### config.mk
export PLATFORM = sky130hd
export DESIGN_NAME = apx_port
export DESIGN_NICKNAME = d
export VERILOG_FILES = /design/src/shared/apx_pkg.sv /design/src/hw/apx_buf2.sv /design/src/hw/apx_port.sv
export VERILOG_INCLUDE_DIRS = /design/src /design/src/shared
export SDC_FILE = /design/constraint.sdc
export NUM_CORES = 1
export LEC_CHECK = 0
export ABC_AREA = 1
export BUFFER_PORTS_ARGS = -buffer_cell sky130_fd_sc_hd__buf_2
export CAP_MARGIN = 20
export CORE_MARGIN = 8
export CORE_UTILIZATION = 45
export CTS_CLUSTER_DIAMETER = 50
export DETAILED_ROUTE_END_ITERATION = 10
export PLACE_DENSITY = 0.67
export SYNTH_ARGS = -nofsm -noshare
export SYNTH_HDL_FRONTEND = slang
export SYNTH_HIERARCHICAL = 1
export SYNTH_SLANG_ARGS = --single-unit
### constraint.sdc
create_clock -name clk_i -period 14.38 [get_ports clk_i]
set_input_delay 1.438 -clock clk_i [delete_from_list [all_inputs] [get_ports clk_i]]
set_output_delay 1.438 -clock clk_i [all_outputs]
set_load 0.03 [all_outputs]
### src/shared/apx_defs.svh
`ifndef APX_DEFS_SVH
`define APX_DEFS_SVH

// Bit clock ratio codes of the port control field
`define APX_RATIO_32 2'h0
`define APX_RATIO_64 2'h1
`define APX_RATIO_128 2'h2
// Bit clocks per sample period
`define APX_BCLK_32 8'h20
`define APX_BCLK_64 8'h40
`define APX_BCLK_128 8'h80
// Sample widths per format
`define APX_WIDTH_I2S 6'h12
`define APX_WIDTH_LJ 6'h14
// Channel slot word: 20 bits, MSB at 19
`define APX_SLOT_MSB 5'h13
`define APX_WORD_W 40
// First data bit offset from the frame edge
`define APX_OFS_I2S 7'h01
`define APX_OFS_LJ 7'h00
// Marks a slot position with no data bit
`define APX_NO_BIT 6'h3F
// Format select codes
`define APX_FMT_I2S 1'h0
`define APX_FMT_LJ 1'h1

`endif

### src/shared/apx_pkg.sv
package apx_pkg;
    // Port sequencer states, one-hot
    typedef enum logic [1:0] {
        APX_IDLE = 2'b01,
        APX_RUN = 2'b10
    } apx_state_t;

    // Stereo pair as carried through the buffers
    typedef logic [39:0] apx_pair_t;
endpackage

### src/hw/apx_buf2.sv
// Two-entry buffer, valid/ready on both sides
module apx_buf2 #(
    parameter int W = 40
) (
    // Clock and reset
    input wire logic clk_i,
    input wire logic sys_rst_i,
    // Filling side
    input wire logic in_valid_i,
    output logic in_ready_o,
    input wire logic [W-1:0] in_data_i,
    // Draining side
    output logic out_valid_o,
    input wire logic out_ready_i,
    output logic [W-1:0] out_data_o
);
    logic [W-1:0] mem_r [2];
    logic [W-1:0] mem_nxt [2];
    logic wr_r, wr_nxt, rd_r, rd_nxt;
    logic [1:0] cnt_r, cnt_nxt;
    logic push, pop;

    // Honest full and empty from the fill count
    assign in_ready_o = (cnt_r != 2'h2);
    assign out_valid_o = (cnt_r != 2'h0);
    assign out_data_o = mem_r[rd_r];
    assign push = in_valid_i & in_ready_o;
    assign pop = out_valid_o & out_ready_i;

    // Pointer and storage next values
    always_comb begin
        mem_nxt = mem_r;
        wr_nxt = wr_r;
        rd_nxt = rd_r;
        cnt_nxt = cnt_r;
        if (push) begin
            mem_nxt[wr_r] = in_data_i;
            wr_nxt = ~wr_r;
        end
        if (pop) begin
            rd_nxt = ~rd_r;
        end
        case ({push, pop})
            2'b10: cnt_nxt = cnt_r + 2'h1;
            2'b01: cnt_nxt = cnt_r - 2'h1;
            default: cnt_nxt = cnt_r;
        endcase
    end

    // Registers; storage needs no reset
    always_ff @(posedge clk_i) begin
        mem_r <= mem_nxt;
        if (sys_rst_i) begin
            wr_r <= 1'b0;
            rd_r <= 1'b0;
            cnt_r <= 2'h0;
        end else begin
            wr_r <= wr_nxt;
            rd_r <= rd_nxt;
            cnt_r <= cnt_nxt;
        end
    end
endmodule

### src/hw/apx_port.sv
// Summary of operation
// - The core reads received and writes outgoing stereo sample pairs through direct ports.
// - Receive and transmit run at the same time on every frame.
// - The port always generates the bit clock and frame select itself.
// - One format select governs both the input and the output direction.
// - Input and output run at the single sample rate shared with the DAC.
// - The I2S-style format carries 18-bit samples, normally at 64 bit clocks per frame.
// - The left-justified format carries 20-bit samples, normally at 128 bit clocks per frame.
// - The generated bit clock times both serial directions.
// - Frame select is an output completing one cycle per sample period.
// - The sample rate comes from a core-programmed divider value, not a fixed one.
// - Frame select and serial out change only at bit clock falling edges.
// - Serial in is captured at bit clock rising edges.
// - A two-bit control field picks 32, 64 or 128 bit clocks per sample.
`include "apx_defs.svh"

module apx_port (
    // Clock and reset
    input wire logic clk_i,
    input wire logic sys_rst_i,
    // Core configuration
    input wire logic port_enable_i,
    input wire logic format_i,
    input wire logic [1:0] aux_port_control_i,
    input wire logic [7:0] half_period_i,
    // Transmit pairs from the core
    input wire logic tx_valid_i,
    output logic tx_ready_o,
    input wire logic [19:0] tx_left_i,
    input wire logic [19:0] tx_right_i,
    // Received pairs to the core
    output logic rx_valid_o,
    input wire logic rx_ready_i,
    output logic [19:0] rx_left_o,
    output logic [19:0] rx_right_o,
    // Status pulses and level
    output logic rx_overrun_o,
    output logic tx_underrun_o,
    output logic port_active_o,
    // Audio pins
    output logic aux_bit_clock_o,
    output logic aux_frame_select_o,
    output logic aux_serial_out_o,
    input wire logic aux_serial_in_i
);
    import apx_pkg::*;

    // Bit clocks per sample for a control code; code 3 falls back to 64
    function automatic logic [7:0] ratio_of(input logic [1:0] code);
        unique case (code)
            `APX_RATIO_32: ratio_of = `APX_BCLK_32;
            `APX_RATIO_128: ratio_of = `APX_BCLK_128;
            default: ratio_of = `APX_BCLK_64;
        endcase
    endfunction

    // Data bit index within a slot, or no-bit marker
    function automatic logic [5:0] bit_index(input logic [6:0] pos, input logic fmt);
        logic [6:0] ofs;
        logic [6:0] idx;
        logic [5:0] width;
        ofs = (fmt == `APX_FMT_LJ) ? `APX_OFS_LJ : `APX_OFS_I2S;
        width = (fmt == `APX_FMT_LJ) ? `APX_WIDTH_LJ : `APX_WIDTH_I2S;
        idx = pos - ofs;
        if (pos < ofs || idx >= {1'b0, width}) begin
            bit_index = `APX_NO_BIT;
        end else begin
            bit_index = idx[5:0];
        end
    endfunction

    // Slot position of a frame bit: channel flag and offset in slot
    function automatic logic [7:0] slot_of(input logic [6:0] bitn, input logic [7:0] ratio);
        logic [7:0] half;
        logic [7:0] b;
        half = ratio >> 1;
        b = {1'b0, bitn};
        if (b >= half) begin
            slot_of = {1'b1, 7'(b - half)};
        end else begin
            slot_of = {1'b0, bitn};
        end
    endfunction

    apx_state_t state_r, state_nxt;
    logic [7:0] cnt_r, cnt_nxt;
    logic bclk_r, bclk_nxt;
    logic [6:0] bit_r, bit_nxt;
    logic fmt_r, fmt_nxt;
    logic [1:0] ctl_r, ctl_nxt;
    logic lr_r, lr_nxt;
    logic dout_r, dout_nxt;
    logic armed_r, armed_nxt;
    logic ovr_r, ovr_nxt;
    logic und_r, und_nxt;
    logic [39:0] tx_word_r, tx_word_nxt;
    logic [39:0] rx_word_r, rx_word_nxt;
    logic sin_s1_r, sin_s2_r;
    logic tick, fall_tick, rise_tick, wrap;
    logic [7:0] ratio, cur_slot, new_slot;
    logic [6:0] last_bit, bit_new;
    logic [5:0] cur_idx, new_idx;
    logic fmt_new;
    logic [39:0] word_src;
    logic [4:0] sel;
    logic tx_q_valid, tx_q_pop;
    apx_pair_t tx_q_data;
    logic rx_q_push, rx_q_ready;
    apx_pair_t rx_q_data;

    // Core writes pairs into a two-entry queue, drained once per frame
    // core write path
    apx_buf2 #(.W(`APX_WORD_W)) u_tx_buf (
        .clk_i(clk_i),
        .sys_rst_i(sys_rst_i),
        .in_valid_i(tx_valid_i),
        .in_ready_o(tx_ready_o),
        .in_data_i({tx_left_i, tx_right_i}),
        .out_valid_o(tx_q_valid),
        .out_ready_i(tx_q_pop),
        .out_data_o(tx_q_data)
    );

    // Received pairs wait here; a pair arriving with both entries full is dropped and flagged as overrun
    // core read path
    apx_buf2 #(.W(`APX_WORD_W)) u_rx_buf (
        .clk_i(clk_i),
        .sys_rst_i(sys_rst_i),
        .in_valid_i(rx_q_push),
        .in_ready_o(rx_q_ready),
        .in_data_i(rx_q_data),
        .out_valid_o(rx_valid_o),
        .out_ready_i(rx_ready_i),
        .out_data_o({rx_left_o, rx_right_o})
    );

    // Pin input synchroniser; only the second stage is read
    always_ff @(posedge clk_i) begin
        if (sys_rst_i) begin
            sin_s1_r <= 1'b0;
            sin_s2_r <= 1'b0;
        end else begin
            sin_s1_r <= aux_serial_in_i;
            sin_s2_r <= sin_s1_r;
        end
    end

    // Divider ticks; one half bit clock per tick
    // programmed rate divider
    assign tick = (state_r == APX_RUN) && ({1'b0, cnt_r} + 9'h001 >= {1'b0, half_period_i});
    assign fall_tick = tick & bclk_r;
    assign rise_tick = tick & ~bclk_r;
    assign ratio = ratio_of(ctl_r);
    assign last_bit = 7'(ratio - 8'h01);
    assign wrap = (bit_r == last_bit);
    assign bit_new = wrap ? 7'h00 : bit_r + 7'h01;
    // Format for the coming frame is taken at the frame edge
    assign fmt_new = wrap ? format_i : fmt_r;
    assign cur_slot = slot_of(bit_r, ratio);
    assign new_slot = slot_of(bit_new, ratio_of(wrap ? aux_port_control_i : ctl_r));
    assign cur_idx = bit_index(cur_slot[6:0], fmt_r);
    assign new_idx = bit_index(new_slot[6:0], fmt_new);
    assign word_src = wrap ? (tx_q_valid ? tx_q_data : 40'h0) : tx_word_r;
    assign sel = `APX_SLOT_MSB - new_idx[4:0];
    assign tx_q_pop = fall_tick & wrap & (state_nxt == APX_RUN);
    assign rx_q_push = fall_tick & wrap & armed_r;
    assign rx_q_data = rx_word_r;

    // Sequencer and serial datapath next values
    always_comb begin
        state_nxt = state_r;
        cnt_nxt = cnt_r;
        bclk_nxt = bclk_r;
        bit_nxt = bit_r;
        fmt_nxt = fmt_r;
        ctl_nxt = ctl_r;
        lr_nxt = lr_r;
        dout_nxt = dout_r;
        armed_nxt = armed_r;
        ovr_nxt = 1'b0;
        und_nxt = 1'b0;
        tx_word_nxt = tx_word_r;
        rx_word_nxt = rx_word_r;
        unique case (state_r)
            APX_IDLE: begin
                // Park with the clock high so the first tick is a fall
                fmt_nxt = format_i;
                ctl_nxt = aux_port_control_i;
                bit_nxt = 7'(ratio_of(aux_port_control_i) - 8'h01);
                bclk_nxt = 1'b1;
                cnt_nxt = 8'h00;
                armed_nxt = 1'b0;
                lr_nxt = 1'b0;
                dout_nxt = 1'b0;
                if (port_enable_i) begin
                    state_nxt = APX_RUN;
                end
            end
            APX_RUN: begin
                cnt_nxt = tick ? 8'h00 : cnt_r + 8'h01;
                if (tick) begin
                    bclk_nxt = ~bclk_r;
                end
                if (rise_tick) begin
                    if (cur_idx != `APX_NO_BIT) begin
                        // Left slot sits in the upper half of the pair word
                        rx_word_nxt[6'(`APX_SLOT_MSB) + (cur_slot[7] ? 6'h00 : `APX_WIDTH_LJ)
                            - cur_idx] = sin_s2_r;
                    end
                end
                if (fall_tick) begin
                    bit_nxt = bit_new;
                    tx_word_nxt = word_src;
                    if (wrap) begin
                        fmt_nxt = format_i;
                        ctl_nxt = aux_port_control_i;
                        armed_nxt = 1'b1;
                        rx_word_nxt = 40'h0;
                        ovr_nxt = armed_r & ~rx_q_ready;
                        und_nxt = ~tx_q_valid;
                        if (!port_enable_i) begin
                            state_nxt = APX_IDLE;
                        end
                    end
                    // one frame select cycle per sample
                    // left-justified: left slot high
                    // Park low on stop so idle never moves frame select without a fall
                    lr_nxt = (state_nxt == APX_IDLE) ? 1'b0 : (new_slot[7] ^ fmt_new);
                    if (new_idx == `APX_NO_BIT || state_nxt == APX_IDLE) begin
                        dout_nxt = 1'b0;
                    end else if (new_slot[7]) begin
                        dout_nxt = word_src[sel];
                    end else begin
                        dout_nxt = word_src[6'(sel) + 6'h14];
                    end
                end
            end
        endcase
    end

    // Sequencer registers
    // single rate for both directions
    always_ff @(posedge clk_i) begin
        if (sys_rst_i) begin
            state_r <= APX_IDLE;
            cnt_r <= 8'h00;
            bclk_r <= 1'b0;
            bit_r <= 7'h00;
            fmt_r <= `APX_FMT_I2S;
            ctl_r <= `APX_RATIO_64;
            lr_r <= 1'b0;
            dout_r <= 1'b0;
            armed_r <= 1'b0;
            ovr_r <= 1'b0;
            und_r <= 1'b0;
            tx_word_r <= 40'h0;
            rx_word_r <= 40'h0;
        end else begin
            state_r <= state_nxt;
            cnt_r <= cnt_nxt;
            bclk_r <= bclk_nxt;
            bit_r <= bit_nxt;
            fmt_r <= fmt_nxt;
            ctl_r <= ctl_nxt;
            lr_r <= lr_nxt;
            dout_r <= dout_nxt;
            armed_r <= armed_nxt;
            ovr_r <= ovr_nxt;
            und_r <= und_nxt;
            tx_word_r <= tx_word_nxt;
            rx_word_r <= rx_word_nxt;
        end
    end

    // Pin and status outputs, all from flops; idle clock is held low
    assign aux_bit_clock_o = bclk_r & (state_r == APX_RUN);
    assign aux_frame_select_o = lr_r;
    assign aux_serial_out_o = dout_r;
    assign rx_overrun_o = ovr_r;
    assign tx_underrun_o = und_r;
    assign port_active_o = (state_r == APX_RUN);
endmodule

==> impl_metrics.toml, run 1 <==
[placement]
port_buffers = 104
gp_congestion = 0.885
hpwl_um = 19600
place_area_um2 = 14200

[sta]
slew-limit-headroom_pct = 37.9
period_share_pct = 38.4
setup_violations = 0
finalHoldViolCount = 0
fmax_mhz = 181
fin_setup_tns_ps = 0
worstMarginPinSlew_ps = 929
slew_violations = 0
rsz0062_at_grt = "false"
fin_crit_ps = 5520
fin_worst_skew_ps = 12.1

[floorplan]
io_pins = 105
fp.dieH_um = 189
rows = 63
fp.dieW_um = 189
die_area_um2 = 35700
start_util_pct = 45.5
core_um2 = 29600

[synthesis]
synthTopCellsByArea = "edfxtp_1 36%, dfxtp_1 17%, nand2_1 13%"
synth_ff_type = "edfxtp_1"
synth_edf_count = 160
avgSynthCellArea_um2 = 8.60
syn-cell-area_um2 = 13400
synthArstFlopShare_pct = 0
ys_warn_count = 6
syn_nets = 1658
ys_seq_area_share_pct = 53.0
syn_inst = 1564
synth_cell_types = 49
synth_top_area_share_pct = 35.7
ys_ff_latch = 276
synth_top_cell_by_area = "edfxtp_1"

[flow_run]
drv_cap = 0

[setup_path]
crit_top_cell = "nand2_1"
reg2reg_slack_ps = 8860
max_stage_delay_ps = 490
critPathArrivalTime_ps = 6010
critPathBufInv = 4
path_delay_family = "simple AND/OR/NAND/NOR gates"
cp_max_fo = 37
critical_path_class = "reg -> reg"
crit_slowest_cell = "o21ai_0"
required_ps = 14870
startpoint_type = "register"
cp-end-kind = "register"

[detailed_routing]
drc = 0
antenna_left = 0
wl_per_cell_um = 14.4
wl_um = 29600
via_count = 10500
first_pass_iters = 6
via_per_inst = 5.12
drt_iter0_drc = 758

[clock_tree]
clockRootBuffer = "clkbuf_16"
insertion_delay_ps = 560
cts_max_path_buffers = 3
htree_levels = 1
cts_resized = 0
cts_hold_buf = 0
cts.sinks = 276
cts_tree = "yes"
cts_setup_buffers = 0
clk_pin_slew_ps = 60
cts_buffers = 31

[global_routing]
antenna_found_initial = 1
grt_use_total_pct = 16.3
overflow = 0
grt_pass1_wl_um = 49600
grt_max_degree = 71
grt_pass1_vias = 10300

[final_layout]
finish.net_count = 1734
area_delta_synth_final_pct = 13.9
drive_gt1_share_pct = 14.2
fin_area_um2 = 15300

[pwr]
p_int_w = 0.00140
power_frac_comb_pct = 13.0
p_switching_w = 0.000505
swShare_pct = 26.5
ir_drop_uv = 104
p_seq_share_pct = 45.0
power_density_nw_per_um2 = 124
leakage_nw = 6.16
p_clk_share_pct = 42.1

[min_path]
hp-class = "reg -> reg"

[status]
status = "finished, final reports clean"
[final cells by class]
class	instances	area (um2)
multi-input cells	1064	5400
well taps	390	488
fillers	2753	14200
repair buffers	116	668
flip-flops and latches	276	7130
inverters	151	574
clock buffers	44	895
diodes	1	2.50
clock inverters	14	165
[layout by cell type (no fill, tap or decap), drive strengths merged, types with 7 or more instances in the layout]
cell    synthesis  routed
a21oi          93      93
buf            33     116
clkbuf         40      44
clkinv          3       7
dfxtp         116     116
edfxtp        160     160
ha             35      35
inv           148     156
nand2         497     497
nand3         103     103
nand3b         13      13
nand4          24      24
nor2          122     122
nor3           10      10
o211ai         33      33
o21ai          96      96
xor2           12      12
[through the flow]
step | power [W] | utilization (%) | hold WS (ps) | setup WS (ps) | std cells
floorplan | 0.00107 | - | 388 | 9220 | 1564
CTS | 0.00192 | 51.7 | 408 | 8890 | 2054
finish | 0.00191 | 51.8 | 404 | 8860 | 2056
global placement | 0.00111 | 47.9 | 389 | 8660 | 1993
global route | 0.00199 | 51.8 | 446 | 8330 | 2056
detailed placement | 0.00112 | 48.1 | 399 | 8730 | 1996
[sequential cells by signal, summed over array words and instances, names as in the netlist, 2 cells and up]
name / flops
u_tx_buf/mem_r: 80
u_rx_buf/cnt_r: 2
u_tx_buf/cnt_r: 2
u_rx_buf/mem_r: 80
rx_q_data: 40
state_r: 2
bit_r: 7
cnt_r: 8
tx_word_r: 40
ctl_r: 2
[final timing paths]
kind,from,end,depth (start not counted)
hold reg to reg,sin_s1_r$_SDFF_PP0_,sin_s2_r$_SDFF_PP0_,2
setup reg to reg,bit_r[1]$_SDFFE_PP0P_,aux_serial_out_o$_SDFFE_PP0P_,30
setup / recovery,bit_r[1]$_SDFFE_PP0P_,aux_serial_out_o$_SDFFE_PP0P_,30
hold / removal,sin_s1_r$_SDFF_PP0_,sin_s2_r$_SDFF_PP0_,2
[power by group through the flow]
| stage | Combinational (W) | Sequential [W] | Clock [W] |
|---|---|---|---|
| after CTS | 0.000247 | 0.000858 | 0.000818 |
| after floorplan | 0.000195 | 0.000874 | 0 |
| after global placement | 0.000239 | 0.000874 | 0 |
| after detailed placement | 0.000246 | 0.000875 | 0 |
| final | 0.000248 | 0.000858 | 0.000802 |
| after global routing | 0.000280 | 0.000859 | 0.000853 |
[worst min-delay path, delay by kind of cell, from the launching register on]
| family | cells | cell delay [ps] |
|---|---|---|
| buffers and inverters | 1 | 40 |
| flip-flops | 1 | 300 |
| AND/OR/NAND/NOR | 1 | 30 |
[cells in the mapped netlist (2+ instances only)]
master and count:
a211oi_1 2, a21boi_0 3, a21oi_1 93, a221oi_1 5, buf_1 5, buf_2 14
buf_4 3, buf_6 11, clkbuf_1 40, clkinv_2 2, dfxtp_1 116, edfxtp_1 160
fa_1 2, ha_1 35, inv_1 135, inv_2 11, inv_4 2, nand2_1 480
nand2_2 8, nand2_4 9, nand3_1 97, nand3_2 4, nand3_4 2, nand3b_1 13
nand4_1 24, nor2_1 109, nor2_2 10, nor2_4 2, nor3_1 7, nor3_4 2
o211ai_1 32, o21ai_0 89, o21ai_1 2, o21ai_2 5, or2_2 2, xnor2_1 5
xor2_1 11
[cells by family (layout without fill, tap and decap cells)]
logic type | count (synthesis) | in the layout | share of synthesized area [%]
AND/OR/NAND/NOR | 773 | 773 | 25.1
flip-flops | 276 | 276 | 53.0
AO/OA/AOI/OAI | 237 | 237 | 10.0
buffers and inverters | 224 | 325 | 7.14
adder cells (fa/ha/maj) | 37 | 37 | 3.55
XOR/XNOR | 17 | 17 | 1.16
other | 0 | 1 | 0
[per-layer routing]
metal | vias up | GRT usage, % | share of wire (%)
met5 | - | 0 | 0
met4 | 0 | 4.57 | 2.1
met3 | 47 | 2.78 | 5.8
met2 | 281 | 29.5 | 50
met1 | 4848 | 19.7 | 42
li1 | 5342 | - | -
(Power assumes the default switching activity.)
==> inputs of run 2 (changes only) <==
==> constraint.sdc (replaced) <==
create_clock -name clk_i -period 5.1 [get_ports clk_i]
set_input_delay 0.51 -clock clk_i [delete_from_list [all_inputs] [get_ports clk_i]]
set_output_delay 0.51 -clock clk_i [all_outputs]
set_load 0.03 [all_outputs]
==> impl_metrics.toml, run 2 (synthesized netlist as in run 1, its figures left out) <==
[detailed_routing]
drt_iter0_drc = 708
wl_um = 29800
drc = 0
first_pass_iters = 5
antenna_left = 0
wl_per_cell_um = 14.4
via_count = 10500
via_per_inst = 5.09

[final_layout]
fin_area_um2 = 15400
mostFrequentLayoutCells = "479 x nand2_1, 160 x edfxtp_1, 135 x inv_1, 116 x dfxtp_1"
antennaDiodeCount = 0
final_common_cell = "nand2_1"
finish.net_count = 1748
drive_gt1_share_pct = 14.8
area_delta_synth_final_pct = 14.7
reg_top3 = "u_rx_buf/mem_r: 80 flops, u_tx_buf/mem_r: 80 flops"
final_core_util_pct = 52.2

[global_routing]
antenna_found_initial = 1
grt_pass1_vias = 10400
grt_pass1_wl_um = 50100
grt_max_degree = 70
overflow = 0
grt_use_total_pct = 16.6

[setup_path]
cp_max_fo = 12
critPathBufInv = 6
critPathArrivalTime_ps = 5130
cp-end-kind = "register"
path_delay_family = "simple AND/OR/NAND/NOR gates"
crit_top_cell = "nand2_1"
startpoint_type = "register"
rr_worst_depth = 32
max_stage_delay_ps = 420
worst-path-stages = 32
required_ps = 5530
critical_path_class = "reg -> reg"
crit_slowest_cell = "dfxtp_1"

[pwr]
p_int_w = 0.00399
leakage_nw = 6.20
p_seq_share_pct = 44.3
power_density_nw_per_um2 = 354
p_switching_w = 0.00147
power_frac_comb_pct = 13.3
ir_drop_uv = 308
p_clk_share_pct = 42.3
swShare_pct = 26.9

[floorplan]
fp.dieH_um = 189
die_area_um2 = 35700
rows = 63
io_pins = 105
fp.dieW_um = 189
start_util_pct = 45.5
core_um2 = 29600

[placement]
hpwl_um = 20000
pre_cts_slack_ps = 128
place_area_um2 = 14300
port_buffers = 104
gp_congestion = 0.903

[sta]
finalHoldViolCount = 0
hold_ws_ps = 189
fin_setup_tns_ps = 0
fin_worst_skew_ps = 13.0
fmax_mhz = 213
fin_crit_ps = 4700
slew_violations = 0
worstMarginPinSlew_ps = 851
period_share_pct = 92.1
slew-limit-headroom_pct = 43.2
setup_violations = 0
fin_ws_ps = 402

[status]
status = "finished, final reports clean"

[clock_tree]
cts_buffers = 35
htree_levels = 2
cts_hold_buf = 0
insertion_delay_ps = 510
cts.sinks = 276
clockRootBuffer = "clkbuf_16"
cts_max_path_buffers = 3
clk_pin_slew_ps = 60
cts_tree = "yes"

[min_path]
hp-class = "in -> reg"
hold_depth = 1

[flow_run]
drv_cap = 0
[run 2: worst paths after layout]
check | start | endpoint | slack [ps]
setup / recovery | bit_r[1]$_SDFFE_PP0P_ | aux_serial_out_o$_SDFFE_PP0P_ | 400
hold / removal | tx_left_i[7] | u_tx_buf/mem_r[27]$_DFFE_PP_ | 190
setup reg to reg | bit_r[1]$_SDFFE_PP0P_ | aux_serial_out_o$_SDFFE_PP0P_ | 400
hold reg to reg | sin_s1_r$_SDFF_PP0_ | sin_s2_r$_SDFF_PP0_ | 410
[run 2: what timing repair did]
item                                    CTS  global route
setup buffers                             0             2
gates resized for setup                   0             5
endpoints found under the setup margin    0             1
[run 2: cell type report]
cell class | instances | area, um2
Clock buffer | 45 | 923
Clock inverter | 17 | 164
Fill cell | 2737 | 14100
Inverter | 151 | 578
Multi-Input combinational cell | 1064 | 5410
Sequential cell | 276 | 7130
Tap cell | 390 | 488
Timing Repair Buffer | 126 | 731
[run 2: power groups by stage]
| stage | Combinational, W | Clock, W | Sequential [W] |
|---|---|---|---|
| floorplan | 0.000551 | 0 | 0.00246 |
| global placement | 0.000699 | 0 | 0.00247 |
| detailed placement | 0.000714 | 0 | 0.00247 |
| CTS | 0.000719 | 0.00236 | 0.00242 |
| global route | 0.000817 | 0.00246 | 0.00242 |
| finish | 0.000727 | 0.00231 | 0.00242 |
[run 2: through the flow]
stage               instances  power [W]
finish                   2069    0.00546
global route             2069    0.00570
CTS                      2066    0.00550
detailed placement       2004    0.00318
global placement         2002    0.00316
floorplan                1564    0.00301
[run 2: per-layer routing]
layer	share of wire (%)	track usage, %	up-vias
met1	44	20.4	4910
li1	-	-	5370
met3	4.0	2.85	50
met5	0.044	0	-
met2	50	29.5	207
met4	2.0	4.87	2
==> inputs of run 3 (changes only) <==
--- a/config.mk
+++ b/config.mk
@@ -13,7 +13,7 @@
 export CORE_UTILIZATION = 45
 export CTS_CLUSTER_DIAMETER = 50
 export DETAILED_ROUTE_END_ITERATION = 10
-export PLACE_DENSITY = 0.67
+export PLACE_DENSITY = 0.6
 export SYNTH_ARGS = -nofsm -noshare
 export SYNTH_HDL_FRONTEND = slang
 export SYNTH_HIERARCHICAL = 1
==> impl_metrics.toml, run 3 (synthesized netlist as in run 1, its figures left out) <==
[floorplan]
core_um2 = 29600
io_pins = 105
die_area_um2 = 35700
rows = 63
start_util_pct = 45.5
fp.dieW_um = 189
fp.dieH_um = 189

[detailed_routing]
via_count = 10500
drt_iter0_drc = 683
wl_per_cell_um = 14.7
first_pass_iters = 4
wl_um = 30400
antenna_left = 0
via_per_inst = 5.06
drc = 0

[sta]
setup_violations = 0
slew-limit-headroom_pct = 38.3
worstMarginPinSlew_ps = 923
slew_violations = 0
fmax_mhz = 214
finalHoldViolCount = 0
fin_crit_ps = 4670
fin_worst_skew_ps = 28.5
period_share_pct = 91.6
fin_setup_tns_ps = 0

[placement]
dp_cells = 2005
gp_congestion = 0.867
port_buffers = 104
hpwl_um = 20300

[setup_path]
critPathArrivalTime_ps = 5110
required_ps = 5540
critPathBufInv = 4
max_stage_delay_ps = 390
critical_path_class = "reg -> reg"
startpoint_type = "register"
path_delay_family = "simple AND/OR/NAND/NOR gates"
cp-end-kind = "register"
crit_slowest_cell = "dfxtp_1"
cp_max_fo = 12
crit_top_cell = "ha_1"

[final_layout]
area_delta_synth_final_pct = 15.1
nFillCells = 2814
drive_gt1_share_pct = 15.1
mostFrequentLayoutCells = "479 x nand2_1, 160 x edfxtp_1, 135 x inv_1, 115 x dfxtp_1"
antennaDiodeCount = 0
reg_top3 = "u_rx_buf/mem_r: 80 flops, u_tx_buf/mem_r: 80 flops"
finish.net_count = 1746
final_cell_count_no_fill = 2069
final_common_cell = "nand2_1"

[clock_tree]
htree_levels = 2
clockRootBuffer = "clkbuf_16"
cts_tree = "yes"
cts.sinks = 276
clk_pin_slew_ps = 60
insertion_delay_ps = 520
cts_max_path_buffers = 3
cts_buffers = 35

[global_routing]
grt_pass1_wl_um = 49900
grt_use_total_pct = 16.8
antenna_found_initial = 0
overflow = 0
grt_max_degree = 70
grt_pass1_vias = 10100

[pwr]
ir_drop_uv = 262
leakage_nw = 6.23
power_density_nw_per_um2 = 357

[min_path]
hp-class = "in -> reg"

[flow_run]
drv_cap = 0

[status]
status = "finished, final reports clean"
==> run 3: cell count changes in the layout (fill, tap and decap cells not counted), moves of 2 or more <==
cell and change:
clkinv_4 +2, clkbuf_1 -2, inv_6 -3, buf_4 -3, nor3_1 -2, nor3_2 +2
clkbuf_8 +2
==> run 3: area by class of cell <==
| class | instances | area (um2) | area share (%) |
|---|---|---|---|
| Sequential cell | 276 | 7130 | 46.1 |
| Multi-Input combinational cell | 1064 | 5420 | 35.0 |
| Clock buffer | 46 | 968 | 6.26 |
| Timing Repair Buffer | 124 | 719 | 4.65 |
| Inverter | 151 | 578 | 3.73 |
| Tap cell | 390 | 488 | 3.15 |
| Clock inverter | 18 | 171 | 1.11 |
==> run 3: per-stage QoR <==
step	cell area (um2)	utilization, %	setup slack [ps]	power [W]	hold slack (ps)
floorplan	13400	-	605	0.00301	388
global placement	14200	48.2	407	0.00317	394
detailed placement	14300	48.4	226	0.00318	396
CTS	15400	52.2	200	0.00558	165
global route	15500	52.4	-29.4	0.00577	160
finish	15500	52.4	427	0.00552	185
==> run 3: final timing paths <==
check / cells after the start / to / startpoint / slack (ps)
worst max register to register: 29 / aux_serial_out_o$_SDFFE_PP0P_ / bit_r[0]$_SDFFE_PP0P_ / 430
worst min-delay path: 1 / u_tx_buf/mem_r[3]$_DFFE_PP_ / tx_right_i[3] / 190
worst min register to register: 2 / sin_s2_r$_SDFF_PP0_ / sin_s1_r$_SDFF_PP0_ / 410
worst max-delay path: 29 / aux_serial_out_o$_SDFFE_PP0P_ / bit_r[0]$_SDFFE_PP0P_ / 430
==> run 3: per-layer routing <==
metal	vias up	wire, um	GRT usage [%]	part of all wire (%)
met2	208	15500	30.8	51
met5	-	0	0	0
met3	42	1310	3.00	4.3
met1	4841	13000	19.7	43
met4	0	602	4.84	2.0
li1	5371	-	-	-
==> run 3: where the power goes <==
group / leakage (nW) / switching, W / internal, W
clock network: 0.551 / 0.000955 / 0.00142
registers: 2.43 / 0.0000192 / 0.00240
logic: 3.25 / 0.000500 / 0.000226
total: 6.23 / 0.00147 / 0.00404
==> run 3: what timing repair did <==
action | 4_1_cts | 5_1_grt
hold buffers | 0 | 0
setup buffers | 0 | 0
endpoints found under the setup margin | 0 | 1
gates resized for setup | 0 | 9
